### src/cpl_cfg.svh
`ifndef CPL_CFG_SVH
`define CPL_CFG_SVH

// Register byte offsets on the AXI4-Lite slave
`define CPL_OFF_CTRL 8'h00
`define CPL_OFF_NDIV 8'h04
`define CPL_OFF_FRAC 8'h08
`define CPL_OFF_CFG  8'h0C
`define CPL_OFF_STAT 8'h10
`define CPL_OFF_MASK 8'h14
`define CPL_OFF_LIVE 8'h18

// Byte pointers seen from the I2C port
`define CPL_PTR_CTRL  8'h00
`define CPL_PTR_NDLO  8'h01
`define CPL_PTR_NDHI  8'h02
`define CPL_PTR_FRLO  8'h03
`define CPL_PTR_FRHI  8'h04
`define CPL_PTR_CFG   8'h05

// Field positions in the control byte and in a profile word
`define CPL_F_MODE 1:0
`define CPL_F_POL  3:2
`define CPL_F_PICK 4
`define CPL_P_CTRL 7:0
`define CPL_P_NDIV 18:8
`define CPL_P_FRAC 31:19

// Status bit positions
`define CPL_S_LOAD 3
`define CPL_S_HOLD 4

// Reset values of the operating registers
`define CPL_RST_CTRL 8'h00
`define CPL_RST_NDIV 11'h00A
`define CPL_RST_FRAC 13'h0000
`define CPL_RST_CFG  2'h0

// Factory profiles, arbitrary defaults
`define CPL_PROF0 32'h0000_1008
`define CPL_PROF1 32'h0800_0C02

// Divider limit and alarm edge count
`define CPL_NDIV_MIN 11'h00A
`define CPL_ALARM_EDGES 2'h3

// Upper I2C address bits, arbitrary value
`define CPL_I2C_BASE 5'h1B

// AXI responses
`define CPL_RESP_OK  2'h0
`define CPL_RESP_ERR 2'h2

`endif

### src/cpl_pkg.sv
package cpl_pkg;
  // Operating mode decoded from the two-bit field
  typedef enum logic [1:0] {
    CPL_LBW,
    CPL_HBW,
    CPL_SYN
  } cpl_mode_t;

  // Reference switching policy
  typedef enum logic [1:0] {
    CPL_MAN_PIN,
    CPL_MAN_REG,
    CPL_AUTO_REV,
    CPL_AUTO_NREV
  } cpl_pol_t;

  // Profile loader states
  typedef enum logic [1:0] {
    CPL_LD_IDLE,
    CPL_LD_FETCH,
    CPL_LD_WRITE
  } cpl_ld_t;

  // I2C byte phase
  typedef enum logic [1:0] {
    CPL_IP_ADDR,
    CPL_IP_PTR,
    CPL_IP_DATA
  } cpl_iph_t;
endpackage : cpl_pkg

### src/cpl_top.sv
`timescale 1ns/10ps
`include "cpl_cfg.svh"
// What this block does
// - Load chosen profile when reset ends
// - Profile from pin or bit, source bit
// - Two independent factory profiles held
// - Host may write registers after reset
// - Written values lost, profile reloaded at reset
// - Two-bit field picks one of three modes
// - Mode follows field in either profile
// - Divider even values 10 to 2046
// - Divider code LSB ignored
// - Divider stage same in every mode
// - Monitor inputs, raise alarm bit and pin
// - Manual, revertive, non-revertive switching
// - Synth uses upper loop, fractional feedback
// - Pin low profile zero, high profile one
module cpl_top (
  // Clock and reset
  input  wire logic              aclk,
  input  wire logic              aresetn,
  // AXI4-Lite slave
  input  wire logic [7:0]        awaddr,
  input  wire logic              awvalid,
  output logic                   awready,
  input  wire logic [31:0]       wdata,
  input  wire logic [3:0]        wstrb,
  input  wire logic              wvalid,
  output logic                   wready,
  output logic [1:0]             bresp,
  output logic                   bvalid,
  input  wire logic              bready,
  input  wire logic [7:0]        araddr,
  input  wire logic              arvalid,
  output logic                   arready,
  output logic [31:0]            rdata,
  output logic [1:0]             rresp,
  output logic                   rvalid,
  input  wire logic              rready,
  // I2C port
  input  wire logic              scl,
  input  wire logic              sda_i,
  output logic                   sda_o,
  output logic                   sda_oe,
  input  wire logic [1:0]        i2c_addr_pins,
  // Selection pins
  input  wire logic              cfg_pin,
  input  wire logic              ref_pick_pin,
  // Monitored clocks
  input  wire logic              xtal_clk,
  input  wire logic              ref0_clk,
  input  wire logic              ref1_clk,
  input  wire logic              fb_upper,
  input  wire logic              fb_lower,
  // Alarm and status pins
  output logic                   xtal_bad,
  output logic                   ref0_bad,
  output logic                   ref1_bad,
  output logic                   holdover,
  output logic                   ref_active,
  output logic                   irq,
  // Decoded operating controls
  output cpl_pkg::cpl_mode_t     mode,
  output logic                   lower_loop_en,
  output logic                   frac_fb_en,
  output logic [12:0]            frac_code,
  output logic [10:0]            divide_ratio,
  output logic                   divide_ok,
  output logic                   profile_active
);
  import cpl_pkg::*;

  localparam int NS = 11; // Synchronised inputs

  logic [NS-1:0] async_in;  // Raw pins
  logic [NS-1:0] sync_in;   // After two flops
  logic [NS-1:0] sync_q;    // Previous synced value
  logic [NS-1:0] rise;      // Synced rising edges
  logic [7:0]    ctrl;      // Mode, policy, pick
  logic [10:0]   ndiv;      // output_divide_code
  logic [12:0]   frac;      // Fractional feedback
  logic [1:0]    cfg;       // [0] profile bit, [1] source
  logic [4:0]    stat;      // Sticky events
  logic [4:0]    mask;      // Interrupt enables
  logic [2:0]    bad;       // xtal, ref0, ref1
  logic [1:0]    rb;        // Reference alarms
  logic [31:0]   rom_q;     // Profile word
  cpl_ld_t       ld_st;     // Loader state
  logic          ld_sel;    // Profile being fetched
  logic          prof_sel;  // Governing selection
  logic          prof_cur;  // Loaded profile
  cpl_pol_t      pol;       // Switching policy

  // Every input but clock, reset and AXI goes through the synchroniser
  assign async_in = {scl, sda_i, i2c_addr_pins, cfg_pin, ref_pick_pin,
                     xtal_clk, ref0_clk, ref1_clk, fb_upper, fb_lower};

  cpl_sync #(.W(NS)) u_sync (
    .aclk    (aclk),
    .aresetn (aresetn),
    .d       (async_in),
    .q       (sync_in)
  );

  // Previous value for edge detection
  always_ff @(posedge aclk) begin
    if (!aresetn) begin
      sync_q <= '0;
    end else begin
      sync_q <= sync_in;
    end
  end
  assign rise = sync_in & ~sync_q;

  // Mode decode, reserved code behaves as low bandwidth
  function automatic cpl_mode_t mode_of(input logic [1:0] c);
    mode_of = (c == 2'h1) ? CPL_HBW : (c == 2'h2) ? CPL_SYN : CPL_LBW;
  endfunction : mode_of

  // Byte-lane merge for AXI writes
  function automatic logic [31:0] merge(input logic [31:0] o,
                                        input logic [31:0] n,
                                        input logic [3:0]  s);
    for (int b = 0; b < 4; b++) begin
      merge[b*8 +: 8] = s[b] ? n[b*8 +: 8] : o[b*8 +: 8];
    end
  endfunction : merge

  // ---------------- Profile selection and load
  assign prof_sel = cfg[1] ? cfg[0] : sync_in[6];

  cpl_profile_rom u_rom (
    .aclk (aclk),
    .sel  (prof_sel),
    .q    (rom_q)
  );

  // Loader: fetch after reset and whenever the selection moves
  always_ff @(posedge aclk) begin
    if (!aresetn) begin
      ld_st    <= CPL_LD_FETCH;
      ld_sel   <= 1'b0;
      prof_cur <= 1'b0;
    end else begin
      unique case (ld_st)
        CPL_LD_IDLE: begin
          if (prof_sel != prof_cur) begin
            ld_st <= CPL_LD_FETCH;
          end
        end
        CPL_LD_FETCH: begin
          ld_sel <= prof_sel;
          ld_st  <= CPL_LD_WRITE;
        end
        CPL_LD_WRITE: begin
          prof_cur <= ld_sel;
          ld_st    <= CPL_LD_IDLE;
        end
      endcase
    end
  end

  // ---------------- AXI4-Lite slave
  logic        aw_ok, w_ok, axi_we;
  logic [7:0]  wa;
  logic [31:0] wd;
  logic [3:0]  ws;
  logic [31:0] rd_word;
  logic        rd_ok;

  assign awready = !aw_ok && !bvalid;
  assign wready  = !w_ok && !bvalid;
  assign arready = !rvalid;
  assign axi_we  = aw_ok && w_ok && !bvalid;

  // Address and data may arrive in either order
  always_ff @(posedge aclk) begin
    if (!aresetn) begin
      aw_ok <= 1'b0;
      w_ok  <= 1'b0;
      wa    <= 8'h00;
      wd    <= 32'h0000_0000;
      ws    <= 4'h0;
    end else if (axi_we) begin
      aw_ok <= 1'b0;
      w_ok  <= 1'b0;
    end else begin
      if (awvalid && awready) begin
        aw_ok <= 1'b1;
        wa    <= awaddr;
      end
      if (wvalid && wready) begin
        w_ok <= 1'b1;
        wd   <= wdata;
        ws   <= wstrb;
      end
    end
  end

  // Write response one cycle after the write happens
  always_ff @(posedge aclk) begin
    if (!aresetn) begin
      bvalid <= 1'b0;
      bresp  <= `CPL_RESP_OK;
    end else if (axi_we) begin
      bvalid <= 1'b1;
      bresp  <= (wa <= `CPL_OFF_LIVE && wa[1:0] == 2'h0) ?
                `CPL_RESP_OK : `CPL_RESP_ERR;
    end else if (bready) begin
      bvalid <= 1'b0;
    end
  end

  // Read mux, unmapped words read zero with an error
  always_comb begin
    rd_ok   = 1'b1;
    rd_word = 32'h0000_0000;
    case (araddr)
      `CPL_OFF_CTRL: rd_word = {24'h000000, ctrl};
      `CPL_OFF_NDIV: rd_word = {21'h000000, ndiv};
      `CPL_OFF_FRAC: rd_word = {19'h00000, frac};
      `CPL_OFF_CFG:  rd_word = {30'h00000000, cfg};
      `CPL_OFF_STAT: rd_word = {27'h0000000, stat};
      `CPL_OFF_MASK: rd_word = {27'h0000000, mask};
      `CPL_OFF_LIVE: rd_word = {25'h0000000, divide_ok, prof_cur,
                                ref_active, holdover, bad};
      default:       rd_ok   = 1'b0;
    endcase
  end

  // Read data held until rready
  always_ff @(posedge aclk) begin
    if (!aresetn) begin
      rvalid <= 1'b0;
      rdata  <= 32'h0000_0000;
      rresp  <= `CPL_RESP_OK;
    end else if (arvalid && arready) begin
      rvalid <= 1'b1;
      rdata  <= rd_word;
      rresp  <= rd_ok ? `CPL_RESP_OK : `CPL_RESP_ERR;
    end else if (rready) begin
      rvalid <= 1'b0;
    end
  end

  // ---------------- I2C write receiver, sampled by aclk
  logic       scl_s, sda_s, scl_q, sda_q, i_act, i2c_we;
  logic [3:0] i_bit;
  logic [7:0] i_sh, i_ptr;
  cpl_iph_t   i_ph;

  assign scl_s  = sync_in[10];
  assign sda_s  = sync_in[9];
  assign scl_q  = sync_q[10];
  assign sda_q  = sync_q[9];
  assign sda_o  = 1'b0; // Open drain, only ever pulls low
  assign i2c_we = i_act && scl_q && !scl_s && i_bit == 4'h8
                  && i_ph == CPL_IP_DATA;

  // Start, stop, bit shifting and acknowledge
  always_ff @(posedge aclk) begin
    if (!aresetn) begin
      i_act  <= 1'b0;
      i_ph   <= CPL_IP_ADDR;
      i_bit  <= 4'h0;
      i_sh   <= 8'h00;
      i_ptr  <= 8'h00;
      sda_oe <= 1'b0;
    end else if (scl_s && scl_q && sda_q && !sda_s) begin
      i_act  <= 1'b1;
      i_ph   <= CPL_IP_ADDR;
      i_bit  <= 4'h0;
      sda_oe <= 1'b0;
    end else if (scl_s && scl_q && !sda_q && sda_s) begin
      i_act  <= 1'b0;
      sda_oe <= 1'b0;
    end else if (i_act && rise[10] && i_bit < 4'h8) begin
      i_sh  <= {i_sh[6:0], sda_s};
      i_bit <= i_bit + 4'h1;
    end else if (i_act && scl_q && !scl_s && i_bit == 4'h8) begin
      i_bit  <= 4'h9;
      sda_oe <= 1'b1;
      unique case (i_ph)
        CPL_IP_ADDR: begin
          // Reads and foreign addresses get no acknowledge
          if (i_sh != {`CPL_I2C_BASE, sync_in[8:7], 1'b0}) begin
            i_act  <= 1'b0;
            sda_oe <= 1'b0;
          end else begin
            i_ph <= CPL_IP_PTR;
          end
        end
        CPL_IP_PTR: begin
          i_ptr <= i_sh;
          i_ph  <= CPL_IP_DATA;
        end
        CPL_IP_DATA: i_ptr <= i_ptr + 8'h01;
      endcase
    end else if (i_act && scl_q && !scl_s && i_bit == 4'h9) begin
      i_bit  <= 4'h0;
      sda_oe <= 1'b0;
    end
  end

  // Lane-merged write words; a call result cannot be part-selected
  logic [31:0] wm_ctrl; // Control word after strobes
  logic [31:0] wm_ndiv; // Divider word after strobes
  logic [31:0] wm_frac; // Fraction word after strobes
  assign wm_ctrl = merge({24'h000000, ctrl}, wd, ws);
  assign wm_ndiv = merge({21'h000000, ndiv}, wd, ws);
  assign wm_frac = merge({19'h00000, frac}, wd, ws);

  // ---------------- Operating registers
  // Load beats both hosts; AXI beats I2C in the same cycle
  always_ff @(posedge aclk) begin
    if (!aresetn) begin
      ctrl <= `CPL_RST_CTRL;
      ndiv <= `CPL_RST_NDIV;
      frac <= `CPL_RST_FRAC;
    end else if (ld_st == CPL_LD_WRITE) begin
      ctrl <= rom_q[`CPL_P_CTRL];
      ndiv <= rom_q[`CPL_P_NDIV];
      frac <= rom_q[`CPL_P_FRAC];
    end else begin
      if (i2c_we) begin
        case (i_ptr)
          `CPL_PTR_CTRL: ctrl <= i_sh;
          `CPL_PTR_NDLO: ndiv[7:0] <= i_sh;
          `CPL_PTR_NDHI: ndiv[10:8] <= i_sh[2:0];
          `CPL_PTR_FRLO: frac[7:0] <= i_sh;
          `CPL_PTR_FRHI: frac[12:8] <= i_sh[4:0];
          default: ;
        endcase
      end
      if (axi_we) begin
        case (wa)
          `CPL_OFF_CTRL: ctrl <= wm_ctrl[7:0];
          `CPL_OFF_NDIV: ndiv <= wm_ndiv[10:0];
          `CPL_OFF_FRAC: frac <= wm_frac[12:0];
          default: ;
        endcase
      end
    end
  end

  // Profile source bits and interrupt enables; never touched by a profile load
  always_ff @(posedge aclk) begin
    if (!aresetn) begin
      cfg  <= `CPL_RST_CFG;
      mask <= 5'h00;
    end else begin
      if (i2c_we && i_ptr == `CPL_PTR_CFG) begin
        cfg <= i_sh[1:0];
      end
      if (axi_we && wa == `CPL_OFF_CFG && ws[0]) begin
        cfg <= wd[1:0];
      end
      if (axi_we && wa == `CPL_OFF_MASK && ws[0]) begin
        mask <= wd[4:0];
      end
    end
  end

  // ---------------- Decoded outputs, same divider in all modes
  always_ff @(posedge aclk) begin
    if (!aresetn) begin
      mode           <= CPL_LBW;
      lower_loop_en  <= 1'b1;
      frac_fb_en     <= 1'b0;
      frac_code      <= `CPL_RST_FRAC;
      divide_ratio   <= `CPL_RST_NDIV;
      divide_ok      <= 1'b1;
      profile_active <= 1'b0;
    end else begin
      mode           <= mode_of(ctrl[`CPL_F_MODE]);
      lower_loop_en  <= mode_of(ctrl[`CPL_F_MODE]) == CPL_LBW;
      frac_fb_en     <= mode_of(ctrl[`CPL_F_MODE]) == CPL_SYN;
      frac_code      <= frac;
      divide_ratio   <= {ndiv[10:1], 1'b0};
      divide_ok      <= ndiv >= `CPL_NDIV_MIN;
      profile_active <= prof_cur;
    end
  end

  // ---------------- Clock monitors: three feedback edges, no input
  logic [1:0] mon_cnt [3];
  for (genvar i = 0; i < 3; i++) begin : g_mon
    logic fb_edge; // Feedback edge for this monitor
    assign fb_edge = (i == 0 || mode != CPL_LBW) ? rise[1] : rise[0];
    always_ff @(posedge aclk) begin
      if (!aresetn) begin
        mon_cnt[i] <= 2'h0;
        bad[i]     <= 1'b0;
      end else if (rise[4-i]) begin
        mon_cnt[i] <= 2'h0;
        bad[i]     <= 1'b0;
      end else if (fb_edge && mon_cnt[i] != `CPL_ALARM_EDGES) begin
        mon_cnt[i] <= mon_cnt[i] + 2'h1;
        bad[i]     <= mon_cnt[i] == `CPL_ALARM_EDGES - 2'h1;
      end
    end
  end
  assign xtal_bad = bad[0];
  assign ref0_bad = bad[1];
  assign ref1_bad = bad[2];
  assign rb       = bad[2:1];

  // ---------------- Reference switching
  assign pol = cpl_pol_t'(ctrl[`CPL_F_POL]);
  always_ff @(posedge aclk) begin
    if (!aresetn) begin
      ref_active <= 1'b0;
      holdover   <= 1'b0;
    end else begin
      unique case (pol)
        CPL_MAN_PIN:  ref_active <= sync_in[5];
        CPL_MAN_REG:  ref_active <= ctrl[`CPL_F_PICK];
        CPL_AUTO_REV: begin
          if (!rb[ctrl[`CPL_F_PICK]]) begin
            ref_active <= ctrl[`CPL_F_PICK];
          end else if (!rb[!ctrl[`CPL_F_PICK]]) begin
            ref_active <= !ctrl[`CPL_F_PICK];
          end
        end
        CPL_AUTO_NREV: begin
          if (rb[ref_active] && !rb[!ref_active]) begin
            ref_active <= !ref_active;
          end
        end
      endcase
      // Manual holds over when the chosen input fails
      holdover <= (pol == CPL_MAN_PIN) ? rb[sync_in[5]] :
                  (pol == CPL_MAN_REG) ? rb[ctrl[`CPL_F_PICK]] : &rb;
    end
  end

  // ---------------- Sticky status and interrupt
  logic [2:0] bad_q;  // Alarm history for edges
  logic       hold_q;
  logic [4:0] ev;     // Events this cycle
  always_ff @(posedge aclk) begin
    if (!aresetn) begin
      bad_q  <= 3'h0;
      hold_q <= 1'b0;
    end else begin
      bad_q  <= bad;
      hold_q <= holdover;
    end
  end
  assign ev = {holdover & ~hold_q, ld_st == CPL_LD_WRITE, bad & ~bad_q};

  // Set beats a write-one clear in the same cycle
  always_ff @(posedge aclk) begin
    if (!aresetn) begin
      stat <= 5'h00;
    end else if (axi_we && wa == `CPL_OFF_STAT && ws[0]) begin
      stat <= (stat & ~wd[4:0]) | ev;
    end else begin
      stat <= stat | ev;
    end
  end
  assign irq = |(stat & mask);

  // ---------------- Checks
  a_reset_load: assert property (@(posedge aclk) disable iff (!aresetn)
    !$past(aresetn) |=> ld_st == CPL_LD_WRITE)
    else $error("profile not loaded after reset");
  a_sel_reload: assert property (@(posedge aclk) disable iff (!aresetn)
    (ld_st == CPL_LD_IDLE && prof_sel != prof_cur) |=>
    ld_st == CPL_LD_FETCH ##1 ld_st == CPL_LD_WRITE)
    else $error("selection change did not reload");
  a_load_word: assert property (@(posedge aclk) disable iff (!aresetn)
    ld_st == CPL_LD_WRITE |=> ndiv == $past(rom_q[`CPL_P_NDIV]))
    else $error("divider not taken from profile");
  a_host_write: assert property (@(posedge aclk) disable iff (!aresetn)
    (axi_we && wa == `CPL_OFF_NDIV && ws[1:0] == 2'h3 &&
     ld_st != CPL_LD_WRITE) |=> ndiv == $past(wd[10:0]))
    else $error("host divider write lost");
  a_mode_follow: assert property (@(posedge aclk) disable iff (!aresetn)
    ##1 mode == mode_of($past(ctrl[1:0])))
    else $error("mode does not follow field");
  a_div_even: assert property (@(posedge aclk) disable iff (!aresetn)
    ##1 divide_ratio == {$past(ndiv[10:1]), 1'b0})
    else $error("divider ratio wrong");
  a_div_range: assert property (@(posedge aclk) disable iff (!aresetn)
    ##1 divide_ok == ($past(ndiv) >= `CPL_NDIV_MIN))
    else $error("divider range flag wrong");
  a_alarm_edges: assert property (@(posedge aclk) disable iff (!aresetn)
    $rose(bad[0]) |-> $past(mon_cnt[0]) == 2'h2 && mon_cnt[0] == 2'h3)
    else $error("crystal alarm without three edges");
  a_synth_upper: assert property (@(posedge aclk) disable iff (!aresetn)
    mode == CPL_SYN |-> !lower_loop_en && frac_fb_en)
    else $error("synth mode uses lower loop");
  a_event_sticky: assert property (@(posedge aclk)
    disable iff (!aresetn)
    ev[`CPL_S_LOAD] |=> stat[`CPL_S_LOAD] ##1
    (stat[`CPL_S_LOAD] || $past(axi_we && wa == `CPL_OFF_STAT && ws[0] &&
                                wd[`CPL_S_LOAD])))
    else $error("load event not held");
  c_reload: cover property (@(posedge aclk) disable iff (!aresetn)
    ld_st == CPL_LD_IDLE ##1 ld_st == CPL_LD_FETCH);
  c_i2c_write: cover property (@(posedge aclk) disable iff (!aresetn)
    i2c_we);
  c_irq: cover property (@(posedge aclk) disable iff (!aresetn) $rose(irq));
endmodule : cpl_top

### src/cpl_sync.sv
`timescale 1ns/10ps
// Two-flop synchroniser for every asynchronous input
module cpl_sync #(
  parameter int W = 1
) (
  // Clock and reset
  input  wire logic         aclk,
  input  wire logic         aresetn,
  // Raw and synchronised levels
  input  wire logic [W-1:0] d,
  output logic      [W-1:0] q
);
  logic [W-1:0] meta; // First stage, read only by q

  // One flop pair per bit
  for (genvar i = 0; i < W; i++) begin : g_bit
    always_ff @(posedge aclk) begin
      if (!aresetn) begin
        meta[i] <= 1'b0;
        q[i]    <= 1'b0;
      end else begin
        meta[i] <= d[i];
        q[i]    <= meta[i];
      end
    end
  end
endmodule : cpl_sync

### src/cpl_profile_rom.sv
`timescale 1ns/10ps
`include "cpl_cfg.svh"
// Two factory profiles with registered read data
module cpl_profile_rom (
  // Clock
  input  wire logic        aclk,
  // Profile index and word
  input  wire logic        sel,
  output logic      [31:0] q
);
  // Fixed contents, one word per profile
  localparam logic [31:0] PROF [2] = '{`CPL_PROF0, `CPL_PROF1};

  // Read every cycle; the loader samples q one cycle later
  always_ff @(posedge aclk) begin
    q <= PROF[sel];
  end
endmodule : cpl_profile_rom

### config.mk
export PLATFORM = sky130hd
export DESIGN_NAME = cpl_top
export DESIGN_NICKNAME = d
export VERILOG_FILES = /design/src/cpl_pkg.sv /design/src/cpl_top.sv /design/src/cpl_sync.sv /design/src/cpl_profile_rom.sv
export VERILOG_INCLUDE_DIRS = /design/src /design/src/src
export SDC_FILE = /design/constraint.sdc
export NUM_CORES = 1
export LEC_CHECK = 0
export BUFFER_PORTS_ARGS = -buffer_cell sky130_fd_sc_hd__buf_4
export CORE_MARGIN = 2
export CORE_UTILIZATION = 35
export DETAILED_ROUTE_END_ITERATION = 10
export PLACE_DENSITY = 0.54
export SLEW_MARGIN = 20
export SYNTH_ARGS = -nofsm -noshare
export SYNTH_HDL_FRONTEND = slang
export SYNTH_SLANG_ARGS = --single-unit
### constraint.sdc
create_clock -name aclk -period 3.4 [get_ports aclk]
set_clock_uncertainty 0.2 [all_clocks]
set_input_delay 0.34 -clock aclk [delete_from_list [all_inputs] [get_ports aclk]]
set_output_delay 0.34 -clock aclk [all_outputs]
set_load 0.005 [all_outputs]
==> metrics.md, run 1 <==
| Metric | Value |
|---|---|
| Number of instances in the synthesized netlist | `980` |
| Most common cell in the netlist | `sky130_fd_sc_hd__dfxtp_1` |
| Setup CP Type | `reg2reg` |
| Number of sinks on the clock net | `188` |
| PwrDens | `462 nW/um^2` |
| Wire length of the first global-routing pass | `37500 um` |
| Terminating pin of the worst hold path | `ld_st[0]` |
| Number of hold violations in the final report | `0` |
| Number of antenna violations at the first check in global routing | `0` |
| Vertical die dimension | `161 um` |
| DP Wirelength | `16600 um` |
| Vias | `7187` |
| Number of CTS-inserted buffers | `17` |
| Synthesized area per cell | `8.78 sq um` |
| Post-layout minimum cycle time | `2650 ps` |
| Dominant synthesized flop cell | `sky130_fd_sc_hd__dfxtp_1` |
| Startpoint Class | `flip-flop` |
| Pin count of the biggest net entering global routing | `45` |
| Detailed Route Iter0 Violations | `630` |
| CTS H-tree depth | `4` |
| Worst reg-to-reg setup slack | `750 ps` |
| Number of synthesized flops with an enable pin | `6` |
| Simple-gate share of the synthesized area | `0.236` |
| Post-DR vias/cell | `5.02` |
| Antenna diodes | `0` |
| Tightest Pin Transition | `672 ps` |
| Total GRT Usage | `0.183` |
| Port-buffer cells | `104` |
| Sequential-to-total area share from yosys stat | `0.444` |
| Number of iterations in the first detailed-routing pass | `7` |
| Clk pin slew, worst setup/hold paths | `80 ps` |
| Maximum fanout along the worst path | `9` |
| Fraction of layout instances using a drive strength above 1 | `0.171` |
| Compound-Gate Fraction of Synth Area | `0.152` |
| Portion of synthesized cell area occupied by the leading cell type | `0.423` |
| Adder and majority cell fraction of the synthesized area | `0.0320` |
| Post-synthesis cell type count | `73` |
| Cell leakage power | `4.09 nW` |
| Multiplexer share of the synthesized area | `0.0659` |
| Top post-synthesis cells by count | `sky130_fd_sc_hd__dfxtp_1 (182), sky130_fd_sc_hd__nand2_1 (142), sky130_fd_sc_hd__a21oi_1 (64)` |
| Design Power | `4.86 mW` |
| #FFs+latches synth | `188` |
| Max Root-Sink Buffers | `2` |
| HP Class | `in2reg` |
| Aggregate negative setup slack | `0 ps` |
| Residual DRC count | `0` |
| Synthesized area | `8600 sq um` |
| Max frequency | `0.377 GHz` |
| Worst-case vdd ir drop | `0.000260 V` |
| Global route overflow | `0` |
| Number of gates given a new drive strength after cts | `0` |
| Library cell used as clock root buffer | `sky130_fd_sc_hd__clkbuf_16` |
| Worst path setup slack after routing | `747 ps` |
| Routed wire per std cell | `16.2 um` |
| Hold path depth | `2` |
| Fin crit share | `0.780` |
| Area Overhead vs Synth | `22.3%` |
| Yosys synthesis warning count | `0` |
| Count of boundary I/O pins | `149` |
| RD Place Congestion | `0.864` |
| Maximum capacitance violations | `0` |
| Site row count | `57` |
| Min-delay src | `aresetn` |
| Unrepaired setup endpoints after global routing | `false` |
| Clock latency on the worst-skew pair | `430 ps` |
| Wire length after detailed routing | `23200 um` |
| Initial standard-cell utilization of the core | `0.355` |
| Reg2reg end | `ndiv[0]` |
| Worst slack, placed | `780 ps` |
| Combinational family with the most area after synthesis | `simple AND/OR/NAND/NOR gates` |
| Status | `finished clean` |
| R2r startpoint | `i_ph[0]` |
| Kind of end point of the critical path | `flip-flop` |
| Relative slew slack | `0.548` |
| Via count of the first global-routing pass | `6831` |
| Biggest area consumer among synthesized cells | `sky130_fd_sc_hd__dfxtp_1` |
| Largest cells by area after synthesis | `sky130_fd_sc_hd__dfxtp_1 (42%), sky130_fd_sc_hd__nand2_1 (6.2%), sky130_fd_sc_hd__mux2i_1 (4.9%), sky130_fd_sc_hd__and2_1 (4.4%), sky130_fd_sc_hd__a21oi_1 (3.7%)` |
| Worst-case reg-to-reg path depth | `7` |
| Required time at the endpoint of the critical path | `3520 ps` |
| Async set or reset register ratio after synthesis | `0` |
| Final Max Tran Viols | `0` |
| Final-report setup violation count | `0` |
| Area inside the core boundary | `24200 sq um` |
| Xor/xnor cell area share of the yosys netlist | `0.00407` |
| Horizontal extent of the die | `161 um` |
| Arrival time of data at the critical path endpoint | `2780 ps` |
| CTS tree | `yes` |
| # nets final | `1187` |
| Full die area | `25900 sq um` |
| Remaining antenna violation count after routing | `0` |
-- how the worst max path moves through the flow --
stage             from  endpoint  depth (start not counted)
2_1_floorplan  i_ph[0]   ndiv[0]                          9
3_3_place_gp   i_ph[0]   ndiv[0]                          7
3_5_place_dp   i_ph[0]   ndiv[0]                          7
4_1_cts        i_ph[0]   ndiv[0]                          7
5_1_grt        i_ph[0]   ndiv[5]                          7
6_report       i_ph[0]   ndiv[0]                          7
-- layout make-up --
type                       count  area [sq um]
tap                          324           405
sequential                   188          3820
clock inverter                14           154
fill                        2455         13700
multi-input combinational    696          4310
timing repair buffer         156          1260
clock buffer                  18           429
inverter                      36           135
-- placed cells by master (no fill, tap or decap), types with 10 or more instances in the layout --
master                          instances
sky130_fd_sc_hd__nor2_1                50
sky130_fd_sc_hd__a21oi_1               64
sky130_fd_sc_hd__nor4_1                10
sky130_fd_sc_hd__a31oi_1               12
sky130_fd_sc_hd__nand2b_1              14
sky130_fd_sc_hd__conb_1                23
sky130_fd_sc_hd__dfxtp_1              182
sky130_fd_sc_hd__o21ai_0               53
sky130_fd_sc_hd__and2_1                60
sky130_fd_sc_hd__nand3_1               34
sky130_fd_sc_hd__nand2_1              142
sky130_fd_sc_hd__o211ai_1              12
sky130_fd_sc_hd__dlygate4sd3_1         37
sky130_fd_sc_hd__buf_4                119
sky130_fd_sc_hd__clkbuf_16             17
sky130_fd_sc_hd__ha_1                  22
sky130_fd_sc_hd__mux2i_1               42
sky130_fd_sc_hd__inv_1                 35
sky130_fd_sc_hd__nor2b_1               14
-- sequential cells by signal, indices dropped and copies added, names as in the netlist, 2 cells and up --
signal	flops
rdata	13
divide_ratio	10
i_ptr	8
u_sync.q	11
bad_q	3
ws	2
stat	5
wa	8
i_ph	2
mask	5
wd	13
sync_q	7
frac_code	13
ndiv	11
u_sync.meta	11
i_bit	4
mon_cnt	6
i_sh	8
frac	13
ld_st	2
cfg	2
u_rom.q	2
ctrl	8
mode	2
-- critical path: stages (launching register included) --
cell and delay, ps:
sky130_fd_sc_hd__dfxtp_1 330, sky130_fd_sc_hd__inv_1 80, sky130_fd_sc_hd__ha_1 320, sky130_fd_sc_hd__or4bb_1 570
sky130_fd_sc_hd__nor4_4 360, sky130_fd_sc_hd__and2_1 370, sky130_fd_sc_hd__a21oi_1 80, sky130_fd_sc_hd__a31o_1 240
-- what timing repair did --
item / in CTS / in global routing
setup buffers: 0 / 0
hold endpoints to repair: 36 / 0
hold buffers: 37 / 0
-- cells by family (layout without fill, tap and decap cells) --
kind of cell	count (synthesis)	in the layout
simple gates	387	387
compound gates	207	207
flops	188	188
buf+inv	118	224
mux	53	53
fa+ha+maj	22	22
xor+xnor	4	4
other cells	1	23
-- per-layer routing --
layer  wire, um  up-vias  GRT usage
met5          0        -          0
met2      10700      183      0.303
met4        250        0     0.0434
li1           -     3614          -
met3       1170       20     0.0307
met1      11100     3370      0.249
-- report_power, final --
group / switching, mW / internal [mW]
Sequential: 0.0951 / 2.30
Clock: 0.970 / 0.986
Combinational: 0.283 / 0.231
-- through the flow --
step,cell area [sq um],util,hold slack [ps],cells
CTS,10500,0.434,65.1,1432
global route,10500,0.434,86.5,1432
global placement,9570,0.395,217,1363
floorplan,8690,-,205,1002
finish,10500,0.434,63.6,1432
detailed placement,9570,0.395,218,1363
(Power assumes the default switching activity.)
==> inputs of run 2 (changes only) <==
- clock period: 3.4 -> 2.7 ns (I/O delays scaled with it)
==> run 2 against run 1 <==
  * Clock-buffer cell count fell by 1
  * Cell count grew 1.0%
  * Wire length is 0.79% higher
  * Highest routed layer unchanged
  * Critical path type unchanged
  * Non-clock buffer count rose by 14
  * Global-route usage up 0.25 points
  * First-iteration DRC count increased by 9.5%
  * Sequential share of layout area fell by 0.60 points
  * Clock power up 35%
  * Fmax is 7.8% higher
==> metrics.md, run 2 (synthesis results as in run 1) <==
| Metric | Value |
|---|---|
| Status | `finished clean (unchanged)` |
| Routed wire per std cell | `16.2 um (about the same)` |
| RD Place Congestion | `0.880 (was 0.864)` |
| Library cell used as clock root buffer | `sky130_fd_sc_hd__clkbuf_16 (unchanged)` |
| Hold path depth | `4 (was 2)` |
| Fraction of layout instances using a drive strength above 1 | `0.181 (was 0.171)` |
| Number of hold violations in the final report | `0 (unchanged)` |
| Horizontal extent of the die | `161 um (unchanged)` |
| Startpoint Class | `flip-flop (unchanged)` |
| PwrDens | `590 nW/um^2 (was 462 nW/um^2)` |
| Worst reg-to-reg setup slack | `240 ps (was 750 ps)` |
| Min-delay src | `araddr[5] (was aresetn)` |
| Worst-case vdd ir drop | `0.000431 V (was 0.000260 V)` |
| Global-route layer with the greatest usage | `met2 (unchanged)` |
| Wire length of the first global-routing pass | `38000 um (was 37500 um)` |
| Total GRT Usage | `0.185 (was 0.183)` |
| Fin crit share | `0.912 (was 0.780)` |
| Via count of the first global-routing pass | `7118 (was 6831)` |
| Max frequency | `0.406 GHz (was 0.377 GHz)` |
| # nets final | `1201 (was 1187)` |
| Wire length after detailed routing | `23400 um (was 23200 um)` |
| Relative slew slack | `0.546 (was 0.548)` |
| Global routing usage on met3 | `0.0331 (was 0.0307)` |
| Site row count | `57 (unchanged)` |
| GR Util met2 | `0.303 (about the same)` |
| Global route overflow | `0 (unchanged)` |
| Clk pin slew, worst setup/hold paths | `80 ps (about the same)` |
| Full die area | `25900 sq um (unchanged)` |
| Max Root-Sink Buffers | `2 (unchanged)` |
| Post-DR vias/cell | `5.05 (was 5.02)` |
| Required time at the endpoint of the critical path | `2830 ps (was 3520 ps)` |
| Count of boundary I/O pins | `149 (unchanged)` |
| Tightest hold margin | `57.5 ps (was 63.6 ps)` |
| Initial standard-cell utilization of the core | `0.355 (unchanged)` |
| Arrival time of data at the critical path endpoint | `2590 ps (was 2780 ps)` |
| CTS H-tree depth | `4 (unchanged)` |
| Detailed Route Iter0 Violations | `690 (was 630)` |
| Port-buffer cells | `104 (unchanged)` |
| Met1 track demand over resource | `0.249 (about the same)` |
| Number of antenna violations at the first check in global routing | `0 (unchanged)` |
| Area Overhead vs Synth | `24.3% (was 22.3%)` |
| Clock latency on the worst-skew pair | `440 ps (was 430 ps)` |
| Terminating pin of the worst hold path | `rdata[4] (was ld_st[0])` |
| Reg2reg end | `mask[2] (was ndiv[0])` |
| Worst-case reg-to-reg path depth | `5 (was 7)` |
| HP Class | `in2reg (unchanged)` |
| Aggregate negative setup slack | `0 ps (unchanged)` |
| Design Power | `6.31 mW (was 4.86 mW)` |
| Tightest Pin Transition | `672 ps (about the same)` |
| Number of iterations in the first detailed-routing pass | `5 (was 7)` |
| Pin count of the biggest net entering global routing | `58 (was 45)` |
| Post-route cell area | `10700 sq um (was 10500 sq um)` |
| Post-layout minimum cycle time | `2460 ps (was 2650 ps)` |
| Vias | `7304 (was 7187)` |
| Cell area after placement | `9690 sq um (was 9570 sq um)` |
| Cell leakage power | `4.19 nW (was 4.09 nW)` |
| Placed insts | `1376 (was 1363)` |
| Final-report setup violation count | `0 (unchanged)` |
| DP Wirelength | `16900 um (was 16600 um)` |
| Remaining antenna violation count after routing | `0 (unchanged)` |
| Area inside the core boundary | `24200 sq um (unchanged)` |
| R2r startpoint | `wa[5] (was i_ph[0])` |
| Vertical die dimension | `161 um (unchanged)` |
| Maximum fanout along the worst path | `5 (was 9)` |
| Number of sinks on the clock net | `188 (unchanged)` |
| Leading cell type in the layout, fill and taps excluded | `sky130_fd_sc_hd__dfxtp_1 (unchanged)` |
| Most frequent cells in the layout | `sky130_fd_sc_hd__dfxtp_1 (182), sky130_fd_sc_hd__nand2_1 (142), sky130_fd_sc_hd__buf_4 (130) (was sky130_fd_sc_hd__dfxtp_1 (182), sky130_fd_sc_hd__nand2_1 (142), sky130_fd_sc_hd__buf_4 (119))` |
| Kind of end point of the critical path | `flip-flop (unchanged)` |
| Number of buffers added for setup after CTS | `0 (unchanged)` |
| CTS tree | `yes (unchanged)` |
| Residual DRC count | `0 (unchanged)` |
| Number of CTS-inserted buffers | `17 (unchanged)` |
| Maximum capacitance violations | `0 (unchanged)` |
| Setup CP Type | `reg2reg (unchanged)` |
| Final Max Tran Viols | `0 (unchanged)` |
| Final std cells w/o fill | `1447 (was 1432)` |
| Unrepaired setup endpoints after global routing | `false (unchanged)` |
-- run 2: cell types whose count changed in the layout (fill, tap and decap cells not counted), sizes merged --
cell,change
clkbuf,-1
clkinv,-1
clkinvlp,-1
dlygate4sd3,+1
bufinv,+2
diode,+1
buf,+13
inv,+1
-- run 2: through the flow --
step | utilization | setup slack [ps]
CTS | 0.441 | 248
floorplan | - | 287
global route | 0.441 | 97.6
finish | 0.441 | 239
detailed placement | 0.400 | 256
global placement | 0.400 | 285
-- run 2: final cells by class --
type                            count  area (sq um)
Antenna cell                        1          2.50
Inverter                           36           135
Tap cell                          324           405
Sequential cell                   188          3820
Clock buffer                       17           425
Clock inverter                     15           199
Fill cell                        2436         13600
Timing Repair Buffer              170          1400
Multi-Input combinational cell    696          4310
-- run 2: worst max-delay path, cell delays in order (launching register included) --
cell and delay, ps:
sky130_fd_sc_hd__dfxtp_1 320, sky130_fd_sc_hd__nor4_1 570, sky130_fd_sc_hd__nand3_1 220, sky130_fd_sc_hd__or4b_1 760, sky130_fd_sc_hd__mux2i_1 230, sky130_fd_sc_hd__nor2_1 50
-- run 2: metal layers --
metal  vias to the layer above  wire length (um)
met1                      3450             11100
li1                       3641                 -
met5                         -                 0
met4                         0               382
met3                        27              1080
met2                       186             10800
-- run 2: power by group --
group / internal, mW / switching (mW) / leakage, nW
combinational: 0.301 / 0.358 / 2.35
clock: 1.42 / 1.22 / 0.306
sequential: 2.90 / 0.119 / 1.54
total: 4.62 / 1.69 / 4.19
-- run 2: what timing repair did --
action | in CTS | in global routing
gates resized for setup | 0 | 0
setup endpoints to repair | 0 | 0
endpoints found under the hold margin | 39 | 0
hold buffers | 38 | 0
-- run 2: worst max-delay path by stage --
stage / cells after the start / end / slack [ps] / startpoint
floorplan: 9 / ndiv[0] / 290 / i_ph[0]
global placement: 5 / frac[9] / 290 / i_ptr[4]
detailed placement: 5 / frac[10] / 260 / i_ptr[4]
CTS: 5 / frac[10] / 250 / i_ptr[4]
global route: 7 / i_ptr[4] / 100 / i_bit[0]
finish: 5 / mask[2] / 240 / wa[5]
